## config.mk

```make
export PLATFORM = sky130hd
export DESIGN_NAME = csc_regs
export DESIGN_NICKNAME = d
export VERILOG_FILES = /design/src/rtl/csc_pkg.sv /design/src/rtl/csc_resp_latch.sv /design/src/rtl/csc_regs.sv
export VERILOG_INCLUDE_DIRS = /design/src /design/src/rtl
export SDC_FILE = /design/constraint.sdc
export NUM_CORES = 1
export LEC_CHECK = 0
export ABC_AREA = 1
export BUFFER_PORTS_ARGS = -buffer_cell sky130_fd_sc_hd__buf_2
export CAP_MARGIN = 20
export CORE_ASPECT_RATIO = 1.25
export CORE_MARGIN = 3
export CORE_UTILIZATION = 55
export DETAILED_ROUTE_END_ITERATION = 6
export PLACE_DENSITY = 0.8
export SYNTH_ARGS = -nofsm -noshare
export SYNTH_HDL_FRONTEND = slang
export SYNTH_HIERARCHICAL = 1
export SYNTH_SLANG_ARGS = --single-unit
```

## constraint.sdc

```tcl
create_clock -name mclk_i -period 2.74 [get_ports mclk_i]
set_input_delay 0 -clock mclk_i [delete_from_list [all_inputs] [get_ports mclk_i]]
set_output_delay 0 -clock mclk_i [all_outputs]
set_load 0.05 [all_outputs]
```

## src/rtl/csc_consts.svh

```systemverilog
// constants for the codec secondary command register block
// assumes byte-wide register port, 16-bit register addresses
//
// Function
// RULE1 - write transaction sends full eight-bit address register
// RULE2 - ac97 software loads seven-bit address, direction msb
// RULE3 - narrow mode: four address bits, direction bit 13
// RULE4 - software places direction and address per mode
// RULE5 - bit7 one requests read, zero write
// RULE6 - read overwrites address bits 6:0 from codec
// RULE7 - low data register holds command lsb
// RULE8 - high data register holds command msb
// RULE9 - read overwrites both data registers with status; the code does so only in ac97 modes, elsewhere only the low register
// RULE10 - gp and narrow modes use eight-bit data only
// RULE11 - valid flags 7:3 map slots 8-12
// RULE12 - valid flags take effect only in ac97 modes
// RULE13 - valid register bits 2:0 read zero
// RULE14 - codec select 00 primary, else secondary; the code selects secondary only in ac97 modes
// RULE15 - update registers only after whole status slot
`ifndef CSC_CONSTS_SVH
`define CSC_CONSTS_SVH
`define CSC_ADDR_VSLL   16'hffd8
`define CSC_ADDR_DATH   16'hffd9
`define CSC_ADDR_DATL   16'hffda
`define CSC_ADDR_ADR    16'hffdb
`define CSC_RST_BYTE    8'h00
`define CSC_DIR_BIT     7
`define CSC_VSL_MASK    8'hf8
`endif

```

## src/rtl/csc_pkg.sv

```systemverilog
// types for the codec secondary command register block
// assumes csc_consts.svh is compiled alongside
package csc_pkg;
    // codec port modes, gray coded
    typedef enum logic [2:0] {
        CSC_MODE_GP      = 3'b000,
        CSC_MODE_NARROW  = 3'b001,
        CSC_MODE_AC97    = 3'b011,
        CSC_MODE_AC97_2  = 3'b010,
        CSC_MODE_I2S     = 3'b110
    } csc_mode_type;
endpackage

```

## src/rtl/csc_resp_latch.sv

```systemverilog
// holds a codec read response until the whole slot is in
// assumes the frame engine pulses done once per slot, same clock
`timescale 1ns/100ps
module csc_resp_latch (
    input  wire logic        mclk_i,
    input  wire logic        nrst_i,
    input  wire logic        bit_valid_i,
    input  wire logic        bit_i,
    input  wire logic        slot_done_i,
    output logic [15:0]      word_o,
    output logic             word_valid_o
);
    logic [15:0] shift_q;
    logic [15:0] word_q;
    logic        valid_q;

    // msb-first shift of the incoming status bits
    always_ff @(posedge mclk_i) begin
        if (!nrst_i) begin
            shift_q <= 16'h0000;
        end else if (bit_valid_i) begin
            shift_q <= {shift_q[14:0], bit_i};
        end
    end

    // word is published only at slot end, never partially [RULE15]
    always_ff @(posedge mclk_i) begin
        if (!nrst_i) begin
            word_q  <= 16'h0000;
            valid_q <= 1'b0;
        end else begin
            valid_q <= slot_done_i;
            if (slot_done_i) begin
                word_q <= shift_q;
            end
        end
    end

    assign word_o       = word_q;
    assign word_valid_o = valid_q;
endmodule

```

## src/rtl/csc_regs.sv

```systemverilog
// codec secondary command registers: address, data, valid slots
// assumes a byte register port and a frame engine on mclk_i
`timescale 1ns/100ps
`include "csc_consts.svh"
module csc_regs
    import csc_pkg::*;
(
    input  wire logic         mclk_i,
    input  wire logic         nrst_i,
    input  wire logic [15:0]  reg_addr_i,
    input  wire logic [7:0]   reg_wdata_i,
    input  wire logic         reg_wr_i,
    input  wire logic         reg_rd_i,
    output logic [7:0]        reg_rdata_o,
    input  wire csc_mode_type mode_i,
    input  wire logic [1:0]   codec_target_select_i,
    input  wire logic         st_bit_valid_i,
    input  wire logic         st_bit_i,
    input  wire logic         st_slot_done_i,
    input  wire logic [6:0]   st_addr_i,
    input  wire logic         st_addr_valid_i,
    output logic [7:0]        tx_addr_o,
    output logic [15:0]       tx_data_o,
    output logic              tx_read_o,
    output logic              tx_secondary_o,
    output logic [4:0]        slot_valid_flags_o
);
    ////////////////////////////////////////////////////////////////////
    logic [7:0]  command_address_reg_q;
    logic [7:0]  command_data_low_reg_q;
    logic [7:0]  command_data_high_reg_q;
    logic [4:0]  valid_slot_low_reg_q;
    logic [7:0]  rdata_q;
    logic [15:0] resp_word;
    logic        resp_valid;
    logic        is_ac97;
    logic        addr_pending_q;
    logic [6:0]  addr_hold_q;

    assign is_ac97 = (mode_i == CSC_MODE_AC97) ||
                     (mode_i == CSC_MODE_AC97_2);

    csc_resp_latch u_resp (
        .mclk_i       (mclk_i),
        .nrst_i       (nrst_i),
        .bit_valid_i  (st_bit_valid_i),
        .bit_i        (st_bit_i),
        .slot_done_i  (st_slot_done_i),
        .word_o       (resp_word),
        .word_valid_o (resp_valid)
    );

    ////////////////////////////////////////////////////////////////////
    // returned address is held until its status slot has completed,
    // so address and data land together
    always_ff @(posedge mclk_i) begin
        if (!nrst_i) begin
            addr_pending_q <= 1'b0;
            addr_hold_q    <= 7'h00;
        end else if (st_addr_valid_i) begin
            addr_pending_q <= 1'b1;
            addr_hold_q    <= st_addr_i;
        end else if (resp_valid) begin
            addr_pending_q <= 1'b0;
        end
    end

    // direction bit stays software-owned; hardware only replaces 6:0
    always_ff @(posedge mclk_i) begin
        if (!nrst_i) begin
            command_address_reg_q <= `CSC_RST_BYTE;
        end else if (resp_valid && tx_read_o && addr_pending_q) begin
            command_address_reg_q[6:0] <= addr_hold_q; // [RULE6] [RULE15]
        end else if (reg_wr_i && reg_addr_i == `CSC_ADDR_ADR) begin
            command_address_reg_q <= reg_wdata_i; // [RULE4] [RULE5]
        end
    end

    // hardware update wins over a same-cycle software write
    always_ff @(posedge mclk_i) begin
        if (!nrst_i) begin
            command_data_low_reg_q <= `CSC_RST_BYTE;
        end else if (resp_valid && tx_read_o) begin
            if (is_ac97) begin
                command_data_low_reg_q <= resp_word[7:0]; // [RULE9]
            end else begin
                command_data_low_reg_q <= resp_word[15:8]; // [RULE10]
            end
        end else if (reg_wr_i && reg_addr_i == `CSC_ADDR_DATL) begin
            command_data_low_reg_q <= reg_wdata_i; // [RULE7]
        end
    end

    always_ff @(posedge mclk_i) begin
        if (!nrst_i) begin
            command_data_high_reg_q <= `CSC_RST_BYTE;
        end else if (resp_valid && tx_read_o && is_ac97) begin
            command_data_high_reg_q <= resp_word[15:8]; // [RULE9] [RULE10]
        end else if (reg_wr_i && reg_addr_i == `CSC_ADDR_DATH) begin
            command_data_high_reg_q <= reg_wdata_i; // [RULE8]
        end
    end

    always_ff @(posedge mclk_i) begin
        if (!nrst_i) begin
            valid_slot_low_reg_q <= 5'h00;
        end else if (reg_wr_i && reg_addr_i == `CSC_ADDR_VSLL) begin
            valid_slot_low_reg_q <= reg_wdata_i[7:3]; // [RULE11]
        end
    end

    ////////////////////////////////////////////////////////////////////
    // read port: data one cycle after the strobe, zero otherwise
    always_ff @(posedge mclk_i) begin
        if (!nrst_i) begin
            rdata_q <= 8'h00;
        end else if (!reg_rd_i) begin
            rdata_q <= 8'h00;
        end else if (reg_addr_i == `CSC_ADDR_VSLL) begin
            rdata_q <= {valid_slot_low_reg_q, 3'h0}; // [RULE13]
        end else if (reg_addr_i == `CSC_ADDR_DATH) begin
            rdata_q <= command_data_high_reg_q;
        end else if (reg_addr_i == `CSC_ADDR_DATL) begin
            rdata_q <= command_data_low_reg_q;
        end else if (reg_addr_i == `CSC_ADDR_ADR) begin
            rdata_q <= command_address_reg_q;
        end else begin
            rdata_q <= 8'h00;
        end
    end
    assign reg_rdata_o = rdata_q;

    ////////////////////////////////////////////////////////////////////
    // toward the frame engine
    assign tx_addr_o = command_address_reg_q; // [RULE1]
    assign tx_read_o = command_address_reg_q[`CSC_DIR_BIT]; // [RULE5]
    // narrow and gp modes carry only the low byte [RULE10]
    assign tx_data_o = is_ac97 ?
        {command_data_high_reg_q, command_data_low_reg_q} :
        {8'h00, command_data_low_reg_q};
    // the select only means something where a second codec can sit
    assign tx_secondary_o = is_ac97 &&
                            (codec_target_select_i != 2'b00); // [RULE14]

    // one gate per slot flag, bit 4 is slot 8 and bit 0 is slot 12;
    // outside ac97 the frame has no such slots, so software's flags
    // are kept but never reach the frame engine
    genvar gi;
    generate
        for (gi = 0; gi < 5; gi++) begin : g_slot
            assign slot_valid_flags_o[gi] = is_ac97 &&
                valid_slot_low_reg_q[gi]; // [RULE12]
        end
    endgenerate

    ////////////////////////////////////////////////////////////////////
    // read port: data one cycle after the strobe, zero otherwise
    read_lat_a: assert property ( // [RULE4]
        @(posedge mclk_i) disable iff (!nrst_i)
        reg_rd_i && reg_addr_i == `CSC_ADDR_ADR |=>
        reg_rdata_o == $past(command_address_reg_q))
        else $error("address read data wrong");

    read_datl_a: assert property ( // [RULE7]
        @(posedge mclk_i) disable iff (!nrst_i)
        reg_rd_i && reg_addr_i == `CSC_ADDR_DATL |=>
        reg_rdata_o == $past(command_data_low_reg_q))
        else $error("low data read wrong");

    read_dath_a: assert property ( // [RULE8]
        @(posedge mclk_i) disable iff (!nrst_i)
        reg_rd_i && reg_addr_i == `CSC_ADDR_DATH |=>
        reg_rdata_o == $past(command_data_high_reg_q))
        else $error("high data read wrong");

    read_vsl_a: assert property ( // [RULE11]
        @(posedge mclk_i) disable iff (!nrst_i)
        reg_rd_i && reg_addr_i == `CSC_ADDR_VSLL |=>
        reg_rdata_o[7:3] == $past(valid_slot_low_reg_q))
        else $error("valid flags read wrong");

    vsl_zero_a: assert property ( // [RULE13]
        @(posedge mclk_i) disable iff (!nrst_i)
        reg_rdata_o[2:0] == 3'h0 || $past(reg_addr_i) != `CSC_ADDR_VSLL)
        else $error("reserved bits not zero");

    rd_idle_a: assert property ( // [RULE4]
        @(posedge mclk_i) disable iff (!nrst_i)
        !reg_rd_i |=> reg_rdata_o == 8'h00)
        else $error("read data left standing");

    rd_unmapped_a: assert property ( // [RULE13]
        @(posedge mclk_i) disable iff (!nrst_i)
        reg_rd_i && (reg_addr_i < `CSC_ADDR_VSLL ||
            reg_addr_i > `CSC_ADDR_ADR) |=> reg_rdata_o == 8'h00)
        else $error("unmapped read not zero");

    ////////////////////////////////////////////////////////////////////
    // software writes land one cycle later unless hardware owns the cycle
    tx_addr_a: assert property ( // [RULE1]
        @(posedge mclk_i) disable iff (!nrst_i)
        reg_wr_i && reg_addr_i == `CSC_ADDR_ADR && !resp_valid |=>
        tx_addr_o == $past(reg_wdata_i))
        else $error("address byte not sent whole");

    wr_low_a: assert property ( // [RULE7]
        @(posedge mclk_i) disable iff (!nrst_i)
        reg_wr_i && reg_addr_i == `CSC_ADDR_DATL &&
        !(resp_valid && tx_read_o) |=>
        command_data_low_reg_q == $past(reg_wdata_i))
        else $error("low data write lost");

    wr_high_a: assert property ( // [RULE8]
        @(posedge mclk_i) disable iff (!nrst_i)
        reg_wr_i && reg_addr_i == `CSC_ADDR_DATH &&
        !(resp_valid && tx_read_o && is_ac97) |=>
        command_data_high_reg_q == $past(reg_wdata_i))
        else $error("high data write lost");

    wr_vsl_a: assert property ( // [RULE11]
        @(posedge mclk_i) disable iff (!nrst_i)
        reg_wr_i && reg_addr_i == `CSC_ADDR_VSLL |=>
        valid_slot_low_reg_q == $past(reg_wdata_i[7:3]))
        else $error("valid flags write lost");

    dir_keep_a: assert property ( // [RULE5]
        @(posedge mclk_i) disable iff (!nrst_i)
        !(reg_wr_i && reg_addr_i == `CSC_ADDR_ADR) |=>
        $stable(command_address_reg_q[`CSC_DIR_BIT]))
        else $error("direction bit moved by hardware");

    ////////////////////////////////////////////////////////////////////
    // what the frame engine is shown in each mode
    slot_gate_a: assert property ( // [RULE12]
        @(posedge mclk_i) disable iff (!nrst_i)
        !is_ac97 |-> slot_valid_flags_o == 5'h00)
        else $error("valid flags leak outside ac97");

    slot_pass_a: assert property ( // [RULE11]
        @(posedge mclk_i) disable iff (!nrst_i)
        is_ac97 |-> slot_valid_flags_o == valid_slot_low_reg_q)
        else $error("valid flags not passed in ac97");

    sec_sel_a: assert property ( // [RULE14]
        @(posedge mclk_i) disable iff (!nrst_i)
        is_ac97 && codec_target_select_i == 2'b00 |-> !tx_secondary_o)
        else $error("primary codec not selected");

    sec_other_a: assert property ( // [RULE14]
        @(posedge mclk_i) disable iff (!nrst_i)
        is_ac97 && codec_target_select_i != 2'b00 |-> tx_secondary_o)
        else $error("secondary codec not selected");

    sec_off_a: assert property ( // [RULE14]
        @(posedge mclk_i) disable iff (!nrst_i)
        !is_ac97 |-> !tx_secondary_o)
        else $error("secondary codec outside ac97");

    narrow_a: assert property ( // [RULE10]
        @(posedge mclk_i) disable iff (!nrst_i)
        !is_ac97 |-> tx_data_o[15:8] == 8'h00)
        else $error("high byte sent in narrow mode");

    wide_data_a: assert property ( // [RULE8]
        @(posedge mclk_i) disable iff (!nrst_i)
        is_ac97 |->
        tx_data_o == {command_data_high_reg_q, command_data_low_reg_q})
        else $error("ac97 data word not whole");

    ////////////////////////////////////////////////////////////////////
    // status responses, applied only once the whole slot is in
    data_hi_a: assert property ( // [RULE9]
        @(posedge mclk_i) disable iff (!nrst_i)
        resp_valid && tx_read_o && is_ac97 |=>
        command_data_high_reg_q == $past(resp_word[15:8]))
        else $error("high status byte not stored");

    data_lo_a: assert property ( // [RULE9]
        @(posedge mclk_i) disable iff (!nrst_i)
        resp_valid && tx_read_o && is_ac97 |=>
        command_data_low_reg_q == $past(resp_word[7:0]))
        else $error("low status byte not stored");

    narrow_lo_a: assert property ( // [RULE10]
        @(posedge mclk_i) disable iff (!nrst_i)
        resp_valid && tx_read_o && !is_ac97 |=>
        command_data_low_reg_q == $past(resp_word[15:8]))
        else $error("narrow status byte not stored");

    narrow_hi_a: assert property ( // [RULE10]
        @(posedge mclk_i) disable iff (!nrst_i)
        resp_valid && tx_read_o && !is_ac97 && !reg_wr_i |=>
        $stable(command_data_high_reg_q))
        else $error("high byte touched in narrow mode");

    wr_ignore_a: assert property ( // [RULE5]
        @(posedge mclk_i) disable iff (!nrst_i)
        resp_valid && !tx_read_o && !reg_wr_i |=>
        $stable(command_data_low_reg_q) &&
        $stable(command_data_high_reg_q))
        else $error("response taken on a write");

    addr_read_a: assert property ( // [RULE6]
        @(posedge mclk_i) disable iff (!nrst_i)
        resp_valid && tx_read_o && addr_pending_q |=>
        command_address_reg_q == {1'b1, $past(addr_hold_q)})
        else $error("returned address not stored");

    pending_set_a: assert property ( // [RULE6]
        @(posedge mclk_i) disable iff (!nrst_i)
        st_addr_valid_i |=> addr_pending_q)
        else $error("returned address not held");

    addr_keep_a: assert property ( // [RULE15]
        @(posedge mclk_i) disable iff (!nrst_i)
        !resp_valid && !reg_wr_i |=> $stable(command_address_reg_q))
        else $error("address changed mid slot");

    data_keep_a: assert property ( // [RULE15]
        @(posedge mclk_i) disable iff (!nrst_i)
        !resp_valid && !reg_wr_i |=>
        $stable(command_data_low_reg_q) &&
        $stable(command_data_high_reg_q))
        else $error("data changed mid slot");

    resp_slot_a: assert property ( // [RULE15]
        @(posedge mclk_i) disable iff (!nrst_i)
        resp_valid |-> $past(st_slot_done_i))
        else $error("response without slot end");

    latch_hold_a: assert property ( // [RULE15]
        @(posedge mclk_i) disable iff (!nrst_i)
        !st_slot_done_i |=> $stable(resp_word))
        else $error("status word moved mid slot");
endmodule

```

# After elaboration in Yosys (flattened, before gate mapping)
# Cells that the tools add are included.
word_totals:
  reg_bits: 78
  in_bits: 44
  output_inout_bits: 39
  word_cells: 57
op_classes:
  n_eq_ne: 6
  mux: 14
  bitwise: 3
  reduce_logical: 22
op_table:
  columns: ["op", "count"]
  rows:
  - ["$mux 8", 9]
  - ["$eq 16x16->1 const B", 4]
  - ["$mux 16", 1]
  - ["$mux 7", 2]
  - ["$logic_and 1x1->1", 13]
  - ["$reduce_bool 2->1", 5]
  - ["$eq 3x2->1 const B", 2]
  - ["$reduce_and 2->1", 2]
  - ["$not 1->1", 3]
  - ["$reduce_or 3->1", 1]
  - ["$mux 1", 2]
  - ["$logic_or 1x1->1", 1]

# Longest topological paths before layout
logic_depth:
  ltp_word: 5
  depth_mapped: 10
  ltp_nobuf: 10

# Modules after synthesis
# Netlist, hierarchy kept.
modules_own_cells:
  columns: ["module", "n_inst", "cells_per_inst", "area_each_um2", "seq_area_each_um2"]
  rows:
  - ["csc_regs", 1, 394, 2527.4, 900.9]
  - ["csc_resp_latch", 1, 191, 1335.0, 660.6]

# Worst setup path before layout
# Ideal clock, no wire load.
synth_timing:
  path_type: "flip-flop to flip-flop"
  from: "register command_address_reg_q[7] (netlist: tx_addr_o[7])"
  to: "register command_data_high_reg_q[2]"
  setup_time_ns: 0.116
  arrival_time_ns: 1.585
  t_required_ns: 2.624
  setup_slack_ns: 1.039
  stages_incl_launch_ff: 9
  n_path_buf: 1
  period_less_slack_ns: 1.701
  path_cell_list: "dfxtp_1 nand2_2 inv_1 nand2_1 buf_2 nand2_1 o21ai_0 nor2_1 nor2_1"
synth_between:
  elab_chain_len: 3
  word_cells_on_any_way: 4
  classes_between: "mux (1); reduce/logical (3)"
synth_lines:
  columns: ["element", "line", "text"]
  rows:
  - ["start, declared", "csc_regs.sv:29", "logic [7:0] command_address_reg_q;"]
  - ["start signal, assigned", "csc_regs.sv:71", "command_address_reg_q <= `CSC_RST_BYTE;"]
  - ["start signal, assigned", "csc_regs.sv:75", "command_address_reg_q <= reg_wdata_i;"]
  - ["$logic_and 1x1->1 (*) (2 in a row)", "csc_regs.sv:97", "end else if (resp_valid && tx_read_o && is_ac97) begin"]
  - ["$mux 8 / $reduce_bool 2->1 (equally long branches)", null, null]
  - ["end signal, assigned", "csc_regs.sv:96", "command_data_high_reg_q <= `CSC_RST_BYTE;"]
  - ["end signal, assigned", "csc_regs.sv:98", "command_data_high_reg_q <= resp_word[15:8];"]
  - ["end signal, assigned", "csc_regs.sv:100", "command_data_high_reg_q <= reg_wdata_i;"]
  - ["end, declared", "csc_regs.sv:31", "logic [7:0] command_data_high_reg_q;"]
# Mark *: on every way between the ends. The rest lies on a longest branch, timed or not.
# A chain may end at the register's enable or synchronous reset.

# Final worst setup path
layout_timing:
  from: "register command_address_reg_q[7] (netlist: tx_addr_o[7])"
  to: "register command_address_reg_q[4] (netlist: tx_addr_o[4])"
layout_between:
  elab_chain_len: 3
  word_cells_on_any_way: 4
  classes_between: "mux (1); reduce/logical (3)"
layout_lines:
  columns: ["element", "line", "text"]
  rows:
  - ["$logic_and 1x1->1 (*) (2 in a row)", "csc_regs.sv:72", "end else if (resp_valid && tx_read_o && addr_pending_q) begin"]
  - ["$mux 7 / $reduce_bool 2->1 (equally long branches)", null, null]
# Marked as above.

==> results.json <==
{
  "period_share": 0.7395,
  "synth_cell_types": 28,
  "via_per_inst": 5.069,
  "cts_tree": "done",
  "vias": 3903,
  "post_cts_resize_count": 0,
  "synth-edff-count": 0,
  "cts.sinks": 78,
  "area_growth_pct": 19.08,
  "final.setup.tns_ns": 0,
  "core_area_um2": 6689,
  "ys_ff_latch": 78,
  "start_util": 0.5774,
  "ctsHtreeMaxLevel": 3,
  "die_y_um": 99.70,
  "io_pins": 83,
  "seq_area_um2": 1562,
  "cp-end-kind": "flip-flop",
  "grt_max_degree": 41,
  "drive_gt1_frac": 0.1757,
  "path_clk_slew_ns": 0.07,
  "postLayoutCoreUtil": 0.6876,
  "rsz0062_at_grt": "false",
  "final_cells": 770,
  "status": "finished clean",
  "cellLeakagePower_uw": 0.002351,
  "dieArea_um2": 8071,
  "grt_pass1_wl_mm": 15.42,
  "port_buffers": 81,
  "first_pass_iters": 5,
  "die_x_um": 80.96,
  "holdBufCountCts": 22,
  "max_slew_margin": 0.6197,
  "skew_ns": 0.006336,
  "worstPathRequired_ns": 3.02,
  "period_minus_slack_ns": 2.026,
  "fmax_mhz": 493.6,
  "dpl.hpwl_mm": 6.984,
  "cts_buffers": 9,
  "post-cts-setup-buffers": 0,
  "path_class": "flip-flop to flip-flop",
  "path_max_fanout": 14,
  "cts_buffer_depth": 2,
  "multi_input_area_um2": 1857,
  "clockRootBuffer": "clkbuf_8",
  "setup_viol": 0,
  "wl_per_cell_um": 12.52,
  "netlist_area_um2": 3862,
  "yosysTopAreaCell": "dfxtp_1",
  "synth_top_flop_cell": "dfxtp_1",
  "hold_viol": 0,
  "drc": 0,
  "wl_mm": 9.640,
  "ys_seq_area_frac": 0.4043,
  "syn_inst": 585,
  "arrival_ns": 2.31,
  "ir_drop_uv": 373.9,
  "drt_iter0_drc": 246,
  "layout.nets": 722,
  "cap_violations": 0,
  "syn-num-nets": 629,
  "track_usage": 0.2449,
  "synth_area_leaders": "dfxtp_1 40%, nand2_1 13%, nor2_1 13%",
  "drv_slew": 0,
  "grt_overflow": 0,
  "grt_pass1_vias": 3503,
  "antenna_found_initial": 0,
  "hold_class": "primary input to flip-flop",
  "synthArstFlopShare": 0,
  "gp_congestion": 0.9283,
  "diodes": 0,
  "ys_warn_count": 6,
  "cp-start-kind": "flip-flop",
  "insertion_delay_ns": 0.35,
  "power_density_nw_per_um2": 472.1,
  "syn_area_per_cell_um2": 6.602,
  "holdWs_ns": 0.02833,
  "synth_top_area_frac": 0.4043,
  "worstMarginPinSlew_ns": 0.5698,
  "row_count": 33,
  "postRouteAntennaNets": 0,
  "synth_common_cells": "135 x nand2_1, 135 x nor2_1, 78 x dfxtp_1, 65 x inv_1, 44 x o21ai_0",
  "place_inst": 732,
  "fillers": 562
}
-- flip-flops by register name, indices dropped and copies added, names as in the netlist --
name,count
u_resp/shift_q,16
u_resp/word_o,16
command_data_high_reg_q,8
command_data_low_reg_q,8
reg_rdata_o,8
tx_addr_o,8
addr_hold_q,7
valid_slot_low_reg_q,5
addr_pending_q,1
u_resp/word_valid_o,1
-- worst paths after layout --
check / end / cells past startpoint / slack [ns] / start
min: addr_hold_q[1]$_SDFFE_PN0P_ / 3 / 0.03 / st_addr_valid_i
max reg2reg: tx_addr_o[4]$_SDFFE_PN0P_ / 8 / 0.71 / tx_addr_o[7]$_SDFFE_PN0P_
max: tx_addr_o[4]$_SDFFE_PN0P_ / 8 / 0.71 / tx_addr_o[7]$_SDFFE_PN0P_
min reg2reg: addr_hold_q[6]$_SDFFE_PN0P_ / 2 / 0.46 / addr_hold_q[6]$_SDFFE_PN0P_
-- per-stage QoR --
| step | total power, uW | worst slack [ns] | cell area, um^2 |
|---|---|---|---|
| floorplan | 1365 | 1.039 | 3862 |
| global placement | 1421 | 0.8545 | 4213 |
| detailed placement | 1426 | 0.7514 | 4213 |
| CTS | 2188 | 0.7350 | 4599 |
| global route | 2271 | 0.4157 | 4599 |
| finish | 2171 | 0.7139 | 4599 |
-- layout make-up --
class	count	share of cell area
multi-input combinational	413	0.4037
sequential	78	0.3395
timing repair buffer	104	0.1376
inverter	72	0.05930
clock buffer	11	0.03074
tap	87	0.02367
clock inverter	5	0.005441
-- power breakdown --
group          total [uW]  internal, uW  leakage, uW  switching, uW
registers            1190          1170     0.000637           20.2
logic                 233          90.9      0.00162            143
clock network         746           346    0.0000926            400
total                2170          1610      0.00235            563
-- metal layers --
| layer | GRT usage | vias up | share of wire | wire (um) |
|---|---|---|---|---|
| met5 | 0 | - | 0 | 0 |
| met1 | 0.2847 | 1722 | 0.42 | 4021 |
| met4 | 0.1287 | 0 | 0.040 | 387 |
| li1 | - | 2010 | - | - |
| met2 | 0.4206 | 140 | 0.49 | 4680 |
| met3 | 0.04438 | 31 | 0.057 | 550 |
-- critical path, stage by stage (launching register included) --
cell and delay [ns]:
dfxtp_1 0.45, nand2_2 0.21, inv_1 0.27, nand2_1 0.29, inv_1 0.33, nand2_1 0.09, o21ai_0 0.09, nand2_1 0.09
a21oi_1 0.13
-- kinds of logic (layout without fill, tap and decap cells) --
| family | after synthesis | in the layout | synth area share |
|---|---|---|---|
| and+or+nand+nor | 331 | 331 | 0.3635 |
| DFF | 78 | 78 | 0.4043 |
| AOI/OAI and AO/OA | 82 | 82 | 0.1173 |
| buffers and inverters | 94 | 192 | 0.1150 |
-- layout by cell type (no fill, tap or decap), drive strengths merged --
master / n
dfxtp: 78
nand2: 140
o21bai: 8
o2111ai: 3
dlygate4sd3: 22
inv: 71
o21ai: 45
clkinv: 6
nor2: 143
nand4: 6
nand3: 34
nand3b: 2
buf: 82
nor3: 6
a21oi: 26
clkbuf: 11
(Power assumes the default switching activity.)
